File: config.mk
export PLATFORM = sky130hd
export DESIGN_NAME = acq_arm_control
export DESIGN_NICKNAME = d
export VERILOG_FILES = /design/src/hdl/acq_arm_pkg.sv /design/src/hdl/acq_arm_control.sv
export VERILOG_INCLUDE_DIRS = /design/src /design/src/hdl
export SDC_FILE = /design/constraint.sdc
export NUM_CORES = 1
export LEC_CHECK = 0
export BUFFER_PORTS_ARGS = -buffer_cell sky130_fd_sc_hd__buf_2
export CORE_MARGIN = 2
export CORE_UTILIZATION = 55
export CTS_CLUSTER_DIAMETER = 200
export CTS_CLUSTER_SIZE = 24
export DETAILED_ROUTE_END_ITERATION = 8
export PLACE_DENSITY = 0.85
export SLEW_MARGIN = 40
export SYNTH_ARGS = -nofsm -noshare
export SYNTH_HDL_FRONTEND = slang
export SYNTH_SLANG_ARGS = --single-unit
File: constraint.sdc
create_clock -name ref_clk -period 4.61 [get_ports ref_clk]
set_input_delay 0.2305 -clock ref_clk [delete_from_list [all_inputs] [get_ports ref_clk]]
set_output_delay 0.2305 -clock ref_clk [all_outputs]
set_load 0.02 [all_outputs]
File: src/hdl/acq_arm_defs.svh
// Offsets, field positions, reset values and timing counts of the arm controller
`ifndef ACQ_ARM_DEFS_SVH
`define ACQ_ARM_DEFS_SVH
// ------------------------------------------------------------
// Register byte offsets
// ------------------------------------------------------------
`define ARM_CTRL_OFS 12'h000
`define ARM_DELAY_OFS 12'h004
`define ARM_SCALE_OFS 12'h008
`define ARM_SEQ_OFS 12'h00C
`define ARM_STAT_OFS 12'h010
`define ARM_CMD_OFS 12'h014
// ------------------------------------------------------------
// Control field positions
// ------------------------------------------------------------
`define CTRL_POLICY_LSB 0
`define CTRL_STYLE_LSB 2
`define CTRL_WRAP_BIT 4
`define CTRL_RECLEN_LSB 8
`define CMD_ARM_BIT 0
`define CMD_HALT_BIT 1
`define CMD_ZERO_BIT 2
`define CMD_SCUP_BIT 3
`define CMD_SCDN_BIT 4
`define DELAY_POST_BIT 31
// ------------------------------------------------------------
// Reset values and limits
// ------------------------------------------------------------
`define CTRL_RESET 32'h0000_0000
`define SCALE_RESET 5'd9
`define SCALE_MAX 5'd26
`define RECLEN_MAX 3'd4
`define PRE_MAX_PCT 7'd100
`define POST_MAX_TENTHS 17'd100000
`define INTERLEAVE_MAX 12'd4000
`define SEQ_TMO_RESET 32'h017D_7840
// ------------------------------------------------------------
// Times and derived cycle counts at 25 MHz
// ------------------------------------------------------------
`define CLK_HZ 25000000
`define FREE_TMO_MS 500
`define FREE_TMO_CYC ((`CLK_HZ / 1000) * `FREE_TMO_MS)
`define INTERLEAVE_TMO_MS 1000
`define INTERLEAVE_TMO_CYC ((`CLK_HZ / 1000) * `INTERLEAVE_TMO_MS)
`define PAUSE_MS 200
`define PAUSE_CYC ((`CLK_HZ / 1000) * `PAUSE_MS)
`endif

File: src/hdl/acq_arm_pkg.sv
// Types of the acquisition arm controller
package acq_arm_pkg;
  typedef enum logic [1:0] {
    POL_FREE = 2'b00,
    POL_REPEAT = 2'b01,
    POL_SINGLE = 2'b10
  } policy_t;
  typedef enum logic [1:0] {
    STY_SHOT = 2'b00,
    STY_INTERLEAVED = 2'b01,
    STY_SCROLL = 2'b10,
    STY_SEGMENTED = 2'b11
  } style_t;
  typedef enum logic [2:0] {
    ST_IDLE = 3'b000,
    ST_ARMED = 3'b001,
    ST_PAUSE = 3'b010,
    ST_HELD = 3'b011,
    ST_HALTED = 3'b100
  } state_t;
endpackage

File: src/hdl/acq_arm_control.sv
// Acquisition re-arm, halt, delay, scale and record-length control
// Operation
// - Halt ends current acquisition and blocks new ones in every policy.
// - Halt during single shot keeps the last completed record.
// - Halt during interleaved sampling builds a partial reconstruction.
// - Halt in scroll presents incomplete data as if triggered.
// - Halt in segmented stops timebase and presents new segments.
// - Free-run shows untriggered signal after 500 ms without trigger.
// - Free-run interleaved presents the acquisition every second regardless.
// - Free-run scroll samples continuously with no trigger until halted.
// - Free-run segmented ends on trigger-gap timeout, restarts at segment one.
// - Repeat refreshes on triggers, otherwise keeps record and warns.
// - Repeat interleaved ends once all segments are collected.
// - Repeat scroll ends after post-trigger data, pauses, resumes scrolling.
// - Repeat segmented restarts after last segment; wrap acts as single.
// - Single waits one trigger then stops; second arm forces display.
// - Single interleaved collects all needed events, at most 4000.
// - Single scroll presents without needing a second arm.
// - Pre-trigger delay 0 to 100 percent in 1 percent steps.
// - Post-trigger delay 0 to 10000 divisions in 0.1 steps.
// - Delay-clear sets delay to zero.
// - Horizontal scale steps in a 1-2-5 sequence.
// - Circular segments capture until halt or free-run gap timeout; free-run ignores wrap and presents at the last segment.
// - 1M record only with single shot; interleaved refuses it.
// - Single segmented fills all segments then stops, else waits forever.
//
// The address map and the APB slave port were left to the implementer.
module acq_arm_control
  import acq_arm_pkg::*;
(
  // Clock and reset
  input wire logic ref_clk,
  input wire logic srst,
  // APB slave
  input wire logic psel,
  input wire logic penable,
  input wire logic pwrite,
  input wire logic [11:0] paddr,
  input wire logic [31:0] pwdata,
  output logic [31:0] prdata,
  output logic pready,
  output logic pslverr,
  // Trigger circuitry (asynchronous)
  input wire logic trigIn,
  input wire logic segDone,
  input wire logic recDone,
  // Acquisition control outputs
  output logic acqRun,
  output logic presentPulse,
  output logic partialRebuild,
  output logic keepRecord,
  output logic slowTrigWarn,
  output logic [15:0] segIndex
);
  `include "acq_arm_defs.svh"

  // ----------------------------------------------------------
  // Input synchronisers
  // ----------------------------------------------------------
  logic [2:0] syncA_q, syncB_q;
  logic trigPrev_q, segPrev_q, recPrev_q;
  always_ff @(posedge ref_clk) begin
    if (srst) begin
      syncA_q <= 3'b000;
      syncB_q <= 3'b000;
    end else begin
      syncA_q <= {recDone, segDone, trigIn};
      syncB_q <= syncA_q;
    end
  end
  // Edge memories read only the second stage
  always_ff @(posedge ref_clk) begin
    if (srst) begin
      trigPrev_q <= 1'b0;
      segPrev_q <= 1'b0;
      recPrev_q <= 1'b0;
    end else begin
      trigPrev_q <= syncB_q[0];
      segPrev_q <= syncB_q[1];
      recPrev_q <= syncB_q[2];
    end
  end
  logic trigEv, segEv, recEv;
  assign trigEv = syncB_q[0] & ~trigPrev_q;
  assign segEv = syncB_q[1] & ~segPrev_q;
  assign recEv = syncB_q[2] & ~recPrev_q;

  // ----------------------------------------------------------
  // APB decode
  // ----------------------------------------------------------
  logic wrEn, rdEn, mapped;
  assign wrEn = psel & penable & pwrite;
  assign rdEn = psel & penable & ~pwrite;
  assign mapped = (paddr == `ARM_CTRL_OFS) || (paddr == `ARM_DELAY_OFS)
      || (paddr == `ARM_SCALE_OFS) || (paddr == `ARM_SEQ_OFS)
      || (paddr == `ARM_STAT_OFS) || (paddr == `ARM_CMD_OFS);
  assign pready = 1'b1;
  assign pslverr = psel & penable & ~mapped;

  logic cmdWr, armCmd, haltCmd, zeroCmd, scUp, scDn;
  assign cmdWr = wrEn && paddr == `ARM_CMD_OFS;
  assign armCmd = cmdWr & pwdata[`CMD_ARM_BIT];
  assign haltCmd = cmdWr & pwdata[`CMD_HALT_BIT];
  assign zeroCmd = cmdWr & pwdata[`CMD_ZERO_BIT];
  assign scUp = cmdWr & pwdata[`CMD_SCUP_BIT];
  assign scDn = cmdWr & pwdata[`CMD_SCDN_BIT];

  // ----------------------------------------------------------
  // Configuration registers
  // ----------------------------------------------------------
  policy_t policy_q;
  style_t style_q;
  logic wrap_q;
  logic [2:0] recLen_q;
  // Reclen 4 is the 1M setting; refused outside single shot
  always_ff @(posedge ref_clk) begin
    if (srst) begin
      policy_q <= POL_FREE;
      style_q <= STY_SHOT;
      wrap_q <= 1'b0;
      recLen_q <= 3'd0;
    end else if (wrEn && paddr == `ARM_CTRL_OFS) begin
      if (pwdata[`CTRL_POLICY_LSB +: 2] != 2'b11) begin
        policy_q <= policy_t'(pwdata[`CTRL_POLICY_LSB +: 2]);
      end
      style_q <= style_t'(pwdata[`CTRL_STYLE_LSB +: 2]);
      wrap_q <= pwdata[`CTRL_WRAP_BIT];
      if (pwdata[`CTRL_RECLEN_LSB +: 3] < `RECLEN_MAX) begin
        recLen_q <= pwdata[`CTRL_RECLEN_LSB +: 3];
      end else if (pwdata[`CTRL_RECLEN_LSB +: 3] == `RECLEN_MAX
          && pwdata[`CTRL_STYLE_LSB +: 2] == STY_SHOT) begin
        recLen_q <= `RECLEN_MAX;
      end
    end else if (style_q != STY_SHOT && recLen_q == `RECLEN_MAX) begin
      recLen_q <= `RECLEN_MAX - 3'd1;
    end
  end

  // Delay: bit 31 selects post-trigger, low bits the amount
  logic postMode_q;
  logic [16:0] delayVal_q;
  always_ff @(posedge ref_clk) begin
    if (srst || zeroCmd) begin
      postMode_q <= 1'b0;
      delayVal_q <= 17'd0;
    end else if (wrEn && paddr == `ARM_DELAY_OFS) begin
      postMode_q <= pwdata[`DELAY_POST_BIT];
      if (pwdata[`DELAY_POST_BIT]) begin
        delayVal_q <= (pwdata[16:0] > `POST_MAX_TENTHS) ? `POST_MAX_TENTHS
            : pwdata[16:0];
      end else begin
        delayVal_q <= (pwdata[16:0] > 17'(`PRE_MAX_PCT)) ? 17'(`PRE_MAX_PCT)
            : pwdata[16:0];
      end
    end
  end

  // Scale index: mantissa is index mod 3 mapped to 1, 2, 5
  logic [4:0] scale_q;
  always_ff @(posedge ref_clk) begin
    if (srst) begin
      scale_q <= `SCALE_RESET;
    end else if (scUp && scale_q < `SCALE_MAX) begin
      scale_q <= scale_q + 5'd1;
    end else if (scDn && scale_q != 5'd0) begin
      scale_q <= scale_q - 5'd1;
    end else if (wrEn && paddr == `ARM_SCALE_OFS) begin
      scale_q <= (pwdata[4:0] > `SCALE_MAX) ? `SCALE_MAX : pwdata[4:0];
    end
  end
  logic [3:0] mantissa;
  logic [3:0] decade;
  always_comb begin
    mantissa = 4'd1;
    decade = 4'(scale_q / 5'd3);
    case (scale_q % 5'd3)
      5'd0: mantissa = 4'd1;
      5'd1: mantissa = 4'd2;
      5'd2: mantissa = 4'd5;
      default: mantissa = 4'd1;
    endcase
  end

  // Segment count and segmented-sequence gap timeout
  logic [15:0] segCount_q;
  logic [31:0] seqTmo_q;
  always_ff @(posedge ref_clk) begin
    if (srst) begin
      segCount_q <= 16'h0001;
      seqTmo_q <= `SEQ_TMO_RESET;
    end else if (wrEn && paddr == `ARM_SEQ_OFS) begin
      segCount_q <= (pwdata[15:0] == 16'h0000) ? 16'h0001 : pwdata[15:0];
      seqTmo_q <= {16'h0000, pwdata[31:16]} * 32'd25000;
    end
  end

  // ----------------------------------------------------------
  // Timeout counter, cleared by each trigger except in interleaved style
  // ----------------------------------------------------------
  state_t state_q;
  logic [31:0] gapCnt_q;
  logic [31:0] gapLimit;
  logic gapExpire;
  always_comb begin
    gapLimit = 32'(`FREE_TMO_CYC);
    if (style_q == STY_INTERLEAVED) begin
      gapLimit = 32'(`INTERLEAVE_TMO_CYC);
    end else if (style_q == STY_SEGMENTED) begin
      gapLimit = seqTmo_q;
    end
  end
  assign gapExpire = (state_q == ST_ARMED) && (policy_q == POL_FREE)
      && (gapCnt_q >= gapLimit);
  always_ff @(posedge ref_clk) begin
    if (srst || state_q != ST_ARMED || gapExpire) begin
      gapCnt_q <= 32'd0;
    end else if (trigEv && style_q != STY_INTERLEAVED) begin
      gapCnt_q <= 32'd0;
    end else begin
      gapCnt_q <= gapCnt_q + 32'd1;
    end
  end

  // Scroll pause timer for repeat policy
  logic [23:0] pauseCnt_q;
  always_ff @(posedge ref_clk) begin
    if (srst || state_q != ST_PAUSE) begin
      pauseCnt_q <= 24'd0;
    end else begin
      pauseCnt_q <= pauseCnt_q + 24'd1;
    end
  end

  // ----------------------------------------------------------
  // Arm state machine
  // ----------------------------------------------------------
  logic [11:0] events_q;
  logic [15:0] seg_q;
  logic present, partial, needLimit;
  logic lastSeg;
  assign lastSeg = (seg_q + 16'd1 >= segCount_q);
  assign needLimit = (events_q >= `INTERLEAVE_MAX - 12'd1);
  always_ff @(posedge ref_clk) begin
    if (srst) begin
      state_q <= ST_IDLE;
    end else if (haltCmd) begin
      state_q <= ST_HALTED;
    end else begin
      case (state_q)
        ST_IDLE, ST_HALTED: begin
          if (armCmd) begin
            state_q <= ST_ARMED;
          end
        end
        ST_ARMED: begin
          if (policy_q == POL_SINGLE) begin
            if (armCmd && style_q == STY_SHOT) begin
              state_q <= ST_HELD;
            end else if (style_q == STY_INTERLEAVED) begin
              if (recEv || (trigEv && needLimit)) state_q <= ST_HELD;
            end else if (style_q == STY_SEGMENTED) begin
              if (segEv && lastSeg && !wrap_q) state_q <= ST_HELD;
            end else if (recEv) begin
              state_q <= ST_HELD;
            end
          end else if (style_q == STY_SCROLL && policy_q == POL_REPEAT && recEv) begin
            state_q <= ST_PAUSE;
          end
        end
        ST_PAUSE: begin
          if (pauseCnt_q >= 24'(`PAUSE_CYC - 1)) state_q <= ST_ARMED;
        end
        ST_HELD: begin
          if (armCmd) state_q <= ST_ARMED;
        end
        default: state_q <= ST_IDLE;
      endcase
    end
  end

  // Segment index and interleaved event count
  always_ff @(posedge ref_clk) begin
    if (srst || state_q != ST_ARMED) begin
      seg_q <= 16'd0;
    end else if (gapExpire && style_q == STY_SEGMENTED) begin
      seg_q <= 16'd0;
    end else if (segEv && style_q == STY_SEGMENTED) begin
      seg_q <= lastSeg ? 16'd0 : seg_q + 16'd1;
    end
  end
  always_ff @(posedge ref_clk) begin
    if (srst || state_q != ST_ARMED || recEv || present) begin
      events_q <= 12'd0;
    end else if (trigEv && style_q == STY_INTERLEAVED && !needLimit) begin
      events_q <= events_q + 12'd1;
    end
  end

  // Present decision for each policy and style
  always_comb begin
    present = 1'b0;
    partial = 1'b0;
    if (state_q == ST_ARMED && !haltCmd) begin
      case (style_q)
        STY_INTERLEAVED: begin
          present = recEv;
          if (policy_q == POL_SINGLE && trigEv && needLimit) present = 1'b1;
          if (policy_q == POL_FREE && gapExpire) begin
            present = 1'b1;
            partial = 1'b1;
          end
        end
        STY_SCROLL: present = (policy_q != POL_FREE) && recEv;
        STY_SEGMENTED: begin
          present = segEv && lastSeg && !(wrap_q && policy_q != POL_FREE);
          if (gapExpire) present = 1'b1;
        end
        default: begin
          present = recEv;
          if (gapExpire) present = 1'b1;
        end
      endcase
      if (policy_q == POL_SINGLE && style_q == STY_SHOT && armCmd) begin
        present = 1'b1;
      end
    end else if (haltCmd && state_q == ST_ARMED) begin
      present = (style_q != STY_SHOT);
      partial = (style_q == STY_INTERLEAVED);
    end
  end

  // Outputs
  logic warn_q;
  always_ff @(posedge ref_clk) begin
    if (srst) begin
      presentPulse <= 1'b0;
      partialRebuild <= 1'b0;
      warn_q <= 1'b0;
    end else begin
      presentPulse <= present;
      partialRebuild <= partial;
      if (present || state_q != ST_ARMED || policy_q != POL_REPEAT) begin
        warn_q <= 1'b0;
      end else if (gapCnt_q >= 32'(`FREE_TMO_CYC)) begin
        warn_q <= 1'b1;
      end
    end
  end
  always_ff @(posedge ref_clk) begin
    if (srst) begin
      acqRun <= 1'b0;
      keepRecord <= 1'b0;
      segIndex <= 16'd0;
    end else begin
      acqRun <= (state_q == ST_ARMED) && !haltCmd;
      keepRecord <= (state_q != ST_ARMED) || haltCmd;
      segIndex <= seg_q;
    end
  end
  assign slowTrigWarn = warn_q;

  // ----------------------------------------------------------
  // Read mux
  // ----------------------------------------------------------
  always_ff @(posedge ref_clk) begin
    if (srst) begin
      prdata <= 32'h0000_0000;
    end else if (psel && !penable && !pwrite) begin
      case (paddr)
        `ARM_CTRL_OFS: prdata <= {21'd0, recLen_q, 3'd0, wrap_q, style_q, policy_q};
        `ARM_DELAY_OFS: prdata <= {postMode_q, 14'd0, delayVal_q};
        `ARM_SCALE_OFS: prdata <= {16'd0, mantissa, decade, 3'd0, scale_q};
        `ARM_SEQ_OFS: prdata <= {16'd0, segCount_q};
        `ARM_STAT_OFS: prdata <= {seg_q, events_q, warn_q, state_q};
        default: prdata <= 32'h0000_0000;
      endcase
    end
  end
endmodule

==> impl_summary.txt, run 1 <==
----------------------------------------------------
[Status]
  Status ... finished, violations left
  Failing checks ... design-rule violations

[Global routing]
  Via count of the first global-routing pass ... 12979
  Remaining Overflow, GRT ... 0
  Wire length of the first global-routing pass ... roughly 60000 um
  Total GRT Usage ... between 20% and 30%
  Largest net degree at the start of global routing ... 53
  Number of antenna violations at the first check in global routing ... 0

[Placement]
  Dpl hpwl ... between 20000 and 30000 um
  Count of input and output buffers ... 105
  Final weighted congestion in routability-driven placement ... between 0.9 and 1

[STA]
  Worst slew margin ... between 40% and 50%
  RSZ-0062 raised after global routing ... false
  Setup violators final ... 0
  Final Skew ... between 20 and 30 ps
  Sum of negative setup slack ... 0 ps
  Total count of max-transition violations in the final report ... 0
  Period utilization ... between 80% and 90%
  Final critical delay including setup and external delays ... approximately 4100 ps
  Number of hold violations in the final report ... 0
  Fmax ... 244 MHz
  Transition at the pin with the smallest max-transition slack ... approximately 830 ps

[Synth]
  Total of warnings raised by yosys ... 0
  Most used flip-flop cell after synthesis ... sky130_fd_sc_hd__dfxtp_1
  Synth Net Count ... between 2000 and 2500
  Post-synthesis share of cell area spent on and, or, nand and nor gates ... a little over a fifth
  Count of flip-flops with a built-in enable after synthesis ... 0
  Fraction of synthesized area in multiplexers ... under 10%
  Average cell area after synthesis ... about 8.4 sq um
  Fraction of registers with async set/reset ... 0%
  Largest family of logic cells by synthesized area ... simple AND/OR/NAND/NOR gates
  Count of distinct cell types in the synthesized netlist ... 76
  Xor-xnor portion of the synthesized cell area ... under 10%
  Share of the yosys chip area belonging to registers ... 30.6%
  Number of synthesized register bits ... ~220
  Share of synthesized cell area in full adder, half adder and majority cells ... between 10% and 20%
  Synthesized netlist cell count ... between 1500 and 2000
  Cell area after synthesis ... 0.0147 sq mm
  Compound-cell area share of the yosys netlist ... approximately 16%

[Min path]
  Worst Hold End ... segCount_q[6]$_SDFFE_PP0P_
  Cell depth of the worst min-delay path ... 3
  Start point of the worst min-delay path ... pwdata[6]
  Min-delay worst type ... in -> reg

[Route]
  DR DRC count ... 10
  Routed vias/inst ... 6.05
  Antenna-violating nets left ... 0
  Post-DR wirelength/cell ... 17.4 um
  Count of TritonRoute iterations in the first routing pass ... 8
  WL final ... ~38000 um
  Number of violations reported at the end of detailed-routing iteration 0 ... 1074
  Vias ... 13129

[Worst setup path]
  Reg2Reg Setup Slack ... between 500 and 600 ps
  Critical R2R Capture ... gapCnt_q[5]$_SDFF_PP0_
  CP Capture Type ... register
  Arrival time at the worst endpoint ... approximately 4500 ps
  CP Max Fanout ... 4
  Worst Path Class, Setup ... in -> reg
  Crit path launch type ... input port
  Startpoint of the most critical register-to-register path ... style_q[0]$_SDFFE_PP0P_
  Reg2Reg Depth ... 15
  Required time worst endpoint ... roughly 5000 ps

[Final layout]
  Final standard cell utilization of the core ... roughly 61%
  Area of all sequential standard cells ... between 0.004 and 0.005 sq mm
  Layout cell share with drive strength beyond 1 ... a little under a tenth
  Number of diodes ... 0
  Commonest non-fill, non-tap cell in the layout ... sky130_fd_sc_hd__dfxtp_1
  Post-synthesis to final-layout area growth ... 9.11%
  Commonest cells after routing, fill and taps aside ... sky130_fd_sc_hd__dfxtp_1 (224), sky130_fd_sc_hd__nor2_1 (181), sky130_fd_sc_hd__ha_1 (162)
  Filler Cells Inserted ... 2252
  Footprint of the multi-input gates ... about 0.0094 sq mm
  Final #Nets ... approximately 2100

[CTS]
  CTS clock-pin slew for the worst setup and hold paths ... 100 ps
  CTS H-Tree Depth ... 1
  Clock root cell ... sky130_fd_sc_hd__clkbuf_16
  Clock sink count ... between 200 and 250
  Post-CTS Setup Repair Bufs ... 0
  Total clock buffers created by CTS ... 13
  Clock network latency to the later pin of the worst-skew pair ... slightly below 500 ps
  CTS tree ... built
  Max Buffers Root-to-Sink ... 3

[Floorplanning]
  Effective utilization at floorplan ... between 50% and 60%
  IO Pins ... 107
  Placement row count ... 59
  Total core area ... 0.0261 sq mm
  Width of the chip ... around 170 um
  Full die area ... 0.0280 sq mm
  Die boundary height ... about 170 um

[Power]
  Maximum vdd drop ... 0.000287 V
  Power per unit of standard cell area ... slightly above 300 mW/mm^2
  Total leakage power ... roughly 6.7 nW

[Job]
  Reported max-cap violation count ... 0

----------------------------------------------------
==> synth_stat cells (19+ instances only) <==
library cell               number  share of area [%]
sky130_fd_sc_hd__a21oi_1      108                3.7
sky130_fd_sc_hd__nand4_1       25                1.1
sky130_fd_sc_hd__o211ai_1      21                1.1
sky130_fd_sc_hd__inv_1        142                3.6
sky130_fd_sc_hd__and3_1        21               0.90
sky130_fd_sc_hd__o21ai_0       58                2.0
sky130_fd_sc_hd__clkbuf_1      64                1.6
sky130_fd_sc_hd__ha_1         162                 14
sky130_fd_sc_hd__nor2_1       183                4.7
sky130_fd_sc_hd__xnor2_1       47                2.8
sky130_fd_sc_hd__fa_1          44                6.0
sky130_fd_sc_hd__a211oi_1      19               0.97
sky130_fd_sc_hd__nand3_1       64                2.2
sky130_fd_sc_hd__nor3_1        43                1.5
sky130_fd_sc_hd__nand2_1      158                4.0
sky130_fd_sc_hd__nor2b_1       47                2.0
sky130_fd_sc_hd__xor2_1        45                2.7
sky130_fd_sc_hd__mux2i_1       20                1.4
sky130_fd_sc_hd__dfxtp_1      224                 31
sky130_fd_sc_hd__a22o_1        23                1.4
==> cell families (layout without fill, tap and decap cells) <==
kind of cell | after synthesis | after routing
multiplexers | 22 | 22
adder cells (fa/ha/maj) | 206 | 206
flip-flops | 224 | 224
AO/OA/AOI/OAI | 356 | 356
buffers and inverters | 214 | 295
other | 1 | 1
AND/OR/NAND/NOR | 639 | 639
XOR/XNOR | 92 | 92
==> where the power goes <==
| part | leakage, nW | switching (mW) | internal, mW |
|---|---|---|---|
| registers | 1.81 | 0.00335 | 1.94 |
| clock network | 0.172 | 0.660 | 0.523 |
| logic | 4.71 | 1.04 | 0.756 |
| total | 6.69 | 1.71 | 3.22 |
==> cell type report <==
cell class,instances,area share (%)
Multi-Input combinational cell,1316,58.9
Sequential cell,224,28.0
Clock inverter,2,0.156
Clock buffer,13,2.03
Tap cell,335,2.62
Timing Repair Buffer,138,5.00
Inverter,142,3.33
==> worst max-delay path: stages <==
cell                      delay, ps
sky130_fd_sc_hd__buf_2          130
sky130_fd_sc_hd__ha_1           300
sky130_fd_sc_hd__ha_1           330
sky130_fd_sc_hd__fa_1           500
sky130_fd_sc_hd__fa_1           540
sky130_fd_sc_hd__inv_1           50
sky130_fd_sc_hd__fa_1           530
sky130_fd_sc_hd__inv_1           40
sky130_fd_sc_hd__ha_1           340
sky130_fd_sc_hd__and4_1         220
sky130_fd_sc_hd__and3_1         160
sky130_fd_sc_hd__nand3_1        130
sky130_fd_sc_hd__a21oi_1        320
sky130_fd_sc_hd__nor3_1         130
sky130_fd_sc_hd__or4_1          500
sky130_fd_sc_hd__nand3_1         90
==> metrics by stage <==
| step | hold WS, ps | instances | setup slack, ps | total power [mW] | instance area [sq um] |
|---|---|---|---|---|---|
| 5_1_grt | 31.9 | 2170 | 272 | 5.25 | 16000 |
| 2_1_floorplan | 356 | 1754 | 371 | 3.31 | 14700 |
| 3_5_place_dp | 440 | 2148 | 14.5 | 3.76 | 15600 |
| 3_3_place_gp | 431 | 2145 | 108 | 3.73 | 15500 |
| 4_1_cts | 21.7 | 2170 | 522 | 4.93 | 16000 |
| 6_report | 33.9 | 2170 | 505 | 4.93 | 16000 |
==> worst max-delay path by stage <==
| stage | slack (ps) | from | to |
|---|---|---|---|
| after floorplan | 370 | pwdata[21] | seqTmo_q[23]$_SDFFE_PP0P_ |
| after global placement | 110 | pwdata[18] | seqTmo_q[29]$_SDFFE_PP0P_ |
| after detailed placement | 10 | pwdata[21] | seqTmo_q[23]$_SDFFE_PP0P_ |
| after CTS | 520 | pwdata[19] | seqTmo_q[29]$_SDFFE_PP0P_ |
| after global routing | 270 | seg_q[0]$_SDFFE_PP0P_ | seg_q[5]$_SDFFE_PP0P_ |
| final | 500 | pwdata[18] | seqTmo_q[29]$_SDFFE_PP0P_ |
==> what timing repair did <==
action,CTS,global route
setup endpoints to repair,0,0
gates resized for setup,0,0
hold buffers,7,0
hold endpoints to repair,7,0
==> per-layer routing <==
metal | GRT usage, % | routed length [um] | vias to the layer above
met5 | 0 | 0 | -
met4 | 9.53 | 1130 | 0
met1 | 33.4 | 15900 | 6267
li1 | - | - | 6282
met3 | 2.98 | 2450 | 85
met2 | 46.4 | 18200 | 495
==> state kept, by name, summed over array words and instances (netlist names), 5 cells and up <==
| register | flops |
|---|---|
| pauseCnt_q | 24 |
| delayVal_q | 17 |
| scale_q | 5 |
| prdata | 32 |
| segCount_q | 16 |
| seg_q | 16 |
| segIndex | 16 |
| events_q | 12 |
| seqTmo_q | 28 |
| gapCnt_q | 32 |
No activity file was read; power rests on OpenSTA's default activity.
==> run 2, diff against run 1 <==
--- a/config.mk
+++ b/config.mk
@@ -12,6 +12,7 @@
 export CTS_CLUSTER_DIAMETER = 200
 export CTS_CLUSTER_SIZE = 24
 export DETAILED_ROUTE_END_ITERATION = 8
+export GPL_TIMING_DRIVEN = 0
 export PLACE_DENSITY = 0.85
 export SLEW_MARGIN = 40
 export SYNTH_ARGS = -nofsm -noshare
==> constraint.sdc (replaced) <==
create_clock -name ref_clk -period 3.99 [get_ports ref_clk]
set_input_delay 0.1995 -clock ref_clk [delete_from_list [all_inputs] [get_ports ref_clk]]
set_output_delay 0.1995 -clock ref_clk [all_outputs]
set_load 0.02 [all_outputs]
==> impl_summary.txt, run 2 (synthesis gave the netlist of run 1 again) <==
----------------------------------------------------
[Status]
  Status ... finished, violations left
  Failing checks ... design-rule violations

[Worst setup path]
  CP Max Fanout ... 4
  Arrival time at the worst endpoint ... between 4000 and 5000 ps
  Worst path buffer plus inverter count ... 5
  CP Capture Type ... register
  Family of cells with the greatest summed delay on the critical path ... adder cells
  Startpoint of the most critical register-to-register path ... seg_q[2]$_SDFFE_PP0P_
  Slowest Stage Delay on Critical Path ... approximately 550 ps
  Crit path launch type ... input port
  Cell with the biggest individual delay on the critical path ... sky130_fd_sc_hd__fa_1
  Launch point of the critical path ... pwdata[23]
  Worst Path Class, Setup ... in -> reg
  Critical-path cell list ... buf_2 > ha_1 > ha_2 > inv_2 > fa_1 > inv_1 > fa_1 > inv_1 > fa_1 > inv_2 > ha_4 > a21oi_4 > o211ai_1 > nand2_1 > a31oi_4 > o211ai_1 > a21o_1 > a32o_1
  Most prevalent standard cell on the critical path ... sky130_fd_sc_hd__fa_1
  Required time worst endpoint ... around 4400 ps

[CTS]
  Clock network latency to the later pin of the worst-skew pair ... ~480 ps
  CTS tree ... built
  Clock sink count ... between 200 and 250
  Max Buffers Root-to-Sink ... 3
  CTS clock-pin slew for the worst setup and hold paths ... ~100 ps
  CTS H-Tree Depth ... 1
  Clock root cell ... sky130_fd_sc_hd__clkbuf_16
  Total clock buffers created by CTS ... 13

[Power]
  Total leakage power ... between 6 and 7 nW
  Relative contribution of the clock network to total power ... a little over a fifth
  Switch Pwr ... 2.29 mW
  Power per unit of standard cell area ... around 380 mW/mm^2
  Maximum vdd drop ... approximately 0.00038 V
  Combinational fraction of design power ... about 43%
  Fraction of power consumed by sequential logic ... between 30% and 40%
  Internal power contribution ... about 4.0 mW
  Net switching share of the total power ... between 30% and 40%

[Floorplanning]
  Placement row count ... 59
  Die boundary height ... between 150 and 200 um
  Effective utilization at floorplan ... a little under three fifths
  Total core area ... roughly 0.026 sq mm
  Full die area ... between 0.02 and 0.03 sq mm
  Width of the chip ... 167 um
  IO Pins ... around 110

[Final layout]
  Layout cell share with drive strength beyond 1 ... 11.7%
  Post-synthesis to final-layout area growth ... 13.5%
  Area of all sequential standard cells ... roughly 0.0045 sq mm
  Final standard cell utilization of the core ... a little under two thirds
  Footprint of the multi-input gates ... a little under 0.01 sq mm
  Commonest non-fill, non-tap cell in the layout ... sky130_fd_sc_hd__dfxtp_1
  Design Area, Final ... around 0.017 sq mm
  Largest regs ... gapCnt_q (32), prdata (32), seqTmo_q (28)
  Filler Cells Inserted ... approximately 2200
  Commonest cells after routing, fill and taps aside ... sky130_fd_sc_hd__dfxtp_1 (222), sky130_fd_sc_hd__nor2_1 (181), sky130_fd_sc_hd__nand2_1 (157)
  Final #Nets ... 2143

[STA]
  Number of hold violations in the final report ... 0
  Worst slew margin ... 42.4%
  Sum of negative setup slack ... 0 ps
  Total count of max-transition violations in the final report ... 0
  Setup violators final ... 0
  Period utilization ... 99.2%
  Transition at the pin with the smallest max-transition slack ... 863 ps
  Final critical delay including setup and external delays ... 3960 ps
  Fmax ... around 250 MHz
  Final Skew ... around 31 ps

[Global routing]
  Via count of the first global-routing pass ... ~13000
  Largest net degree at the start of global routing ... 25
  Wire length of the first global-routing pass ... 64300 um
  Total GRT Usage ... roughly 28%
  Remaining Overflow, GRT ... 0
  Number of antenna violations at the first check in global routing ... 1

[Route]
  DR DRC count ... 10
  Vias ... 13612
  Routed vias/inst ... roughly 6.1
  Post-DR wirelength/cell ... about 19 um
  WL final ... ~41000 um
  Number of violations reported at the end of detailed-routing iteration 0 ... 1291
  Count of TritonRoute iterations in the first routing pass ... 8
  Antenna-violating nets left ... 0

[Placement]
  Dpl hpwl ... 31400 um
  Count of input and output buffers ... 102
  Final weighted congestion in routability-driven placement ... roughly 0.94
  Placed Area ... between 0.015 and 0.02 sq mm

[Min path]
  Min-delay worst type ... in -> reg
  Start point of the worst min-delay path ... pwdata[11]

[Job]
  Reported max-cap violation count ... 0

----------------------------------------------------
-- run 2: worst paths after layout --
check | end | slack, ps | cells past startpoint
worst min-delay path | delayVal_q[11]$_SDFFE_PP0P_ | 20 | 2
worst max register to register | events_q[3]$_SDFFE_PP0P_ | 190 | 13
worst max-delay path | seqTmo_q[26]$_SDFFE_PP0P_ | 30 | 18
worst min register to register | syncB_q[2]$_SDFF_PP0_ | 450 | 1
-- run 2: cell type report --
class / count / share of cell area (%)
well taps: 335 / 2.52
flip-flops and latches: 224 / 26.9
clock inverters: 1 / 0.0976
multi-input cells: 1316 / 59.6
diodes: 1 / 0.0150
plain buffers: 69 / 1.75
repair buffers: 119 / 3.97
inverters: 142 / 3.20
clock buffers: 13 / 1.95
-- run 2: layer usage --
layer  up-vias  part of all wire [%]  GRT usage (%)
met5         -                     0              0
met4         0                   2.6           9.60
met3        82                   6.2           3.40
met2       537                    50           49.8
met1      6613                    41           34.3
li1       6380                     -              -
-- run 2: power by group through the flow --
stage | registers, mW | clock network (mW) | logic (mW)
finish | 2.25 | 1.36 | 2.67
global route | 2.25 | 1.45 | 2.91
CTS | 2.25 | 1.37 | 2.26
detailed placement | 2.30 | 0 | 2.23
global placement | 2.30 | 0 | 2.16
floorplan | 2.30 | 0 | 1.70
-- run 2: stage by stage --
step	total power [mW]	setup slack [ps]	hold slack [ps]	std cells
2_1_floorplan	4.00	0.0795	325	1754
3_3_place_gp	4.46	-721	424	2191
3_5_place_dp	4.53	-653	438	2191
4_1_cts	5.87	8.66	4.80	2211
5_1_grt	6.60	-110	12.5	2220
6_report	6.27	33.8	17.4	2220
-- run 2: timing repair --
item | CTS | global route
gates resized for setup | 18 | 63
endpoints found under the hold margin | 8 | 0
setup endpoints to repair | 66 | 72
hold buffers | 6 | 0
pin swaps | 2 | 20
buffers inserted | 1 | 10
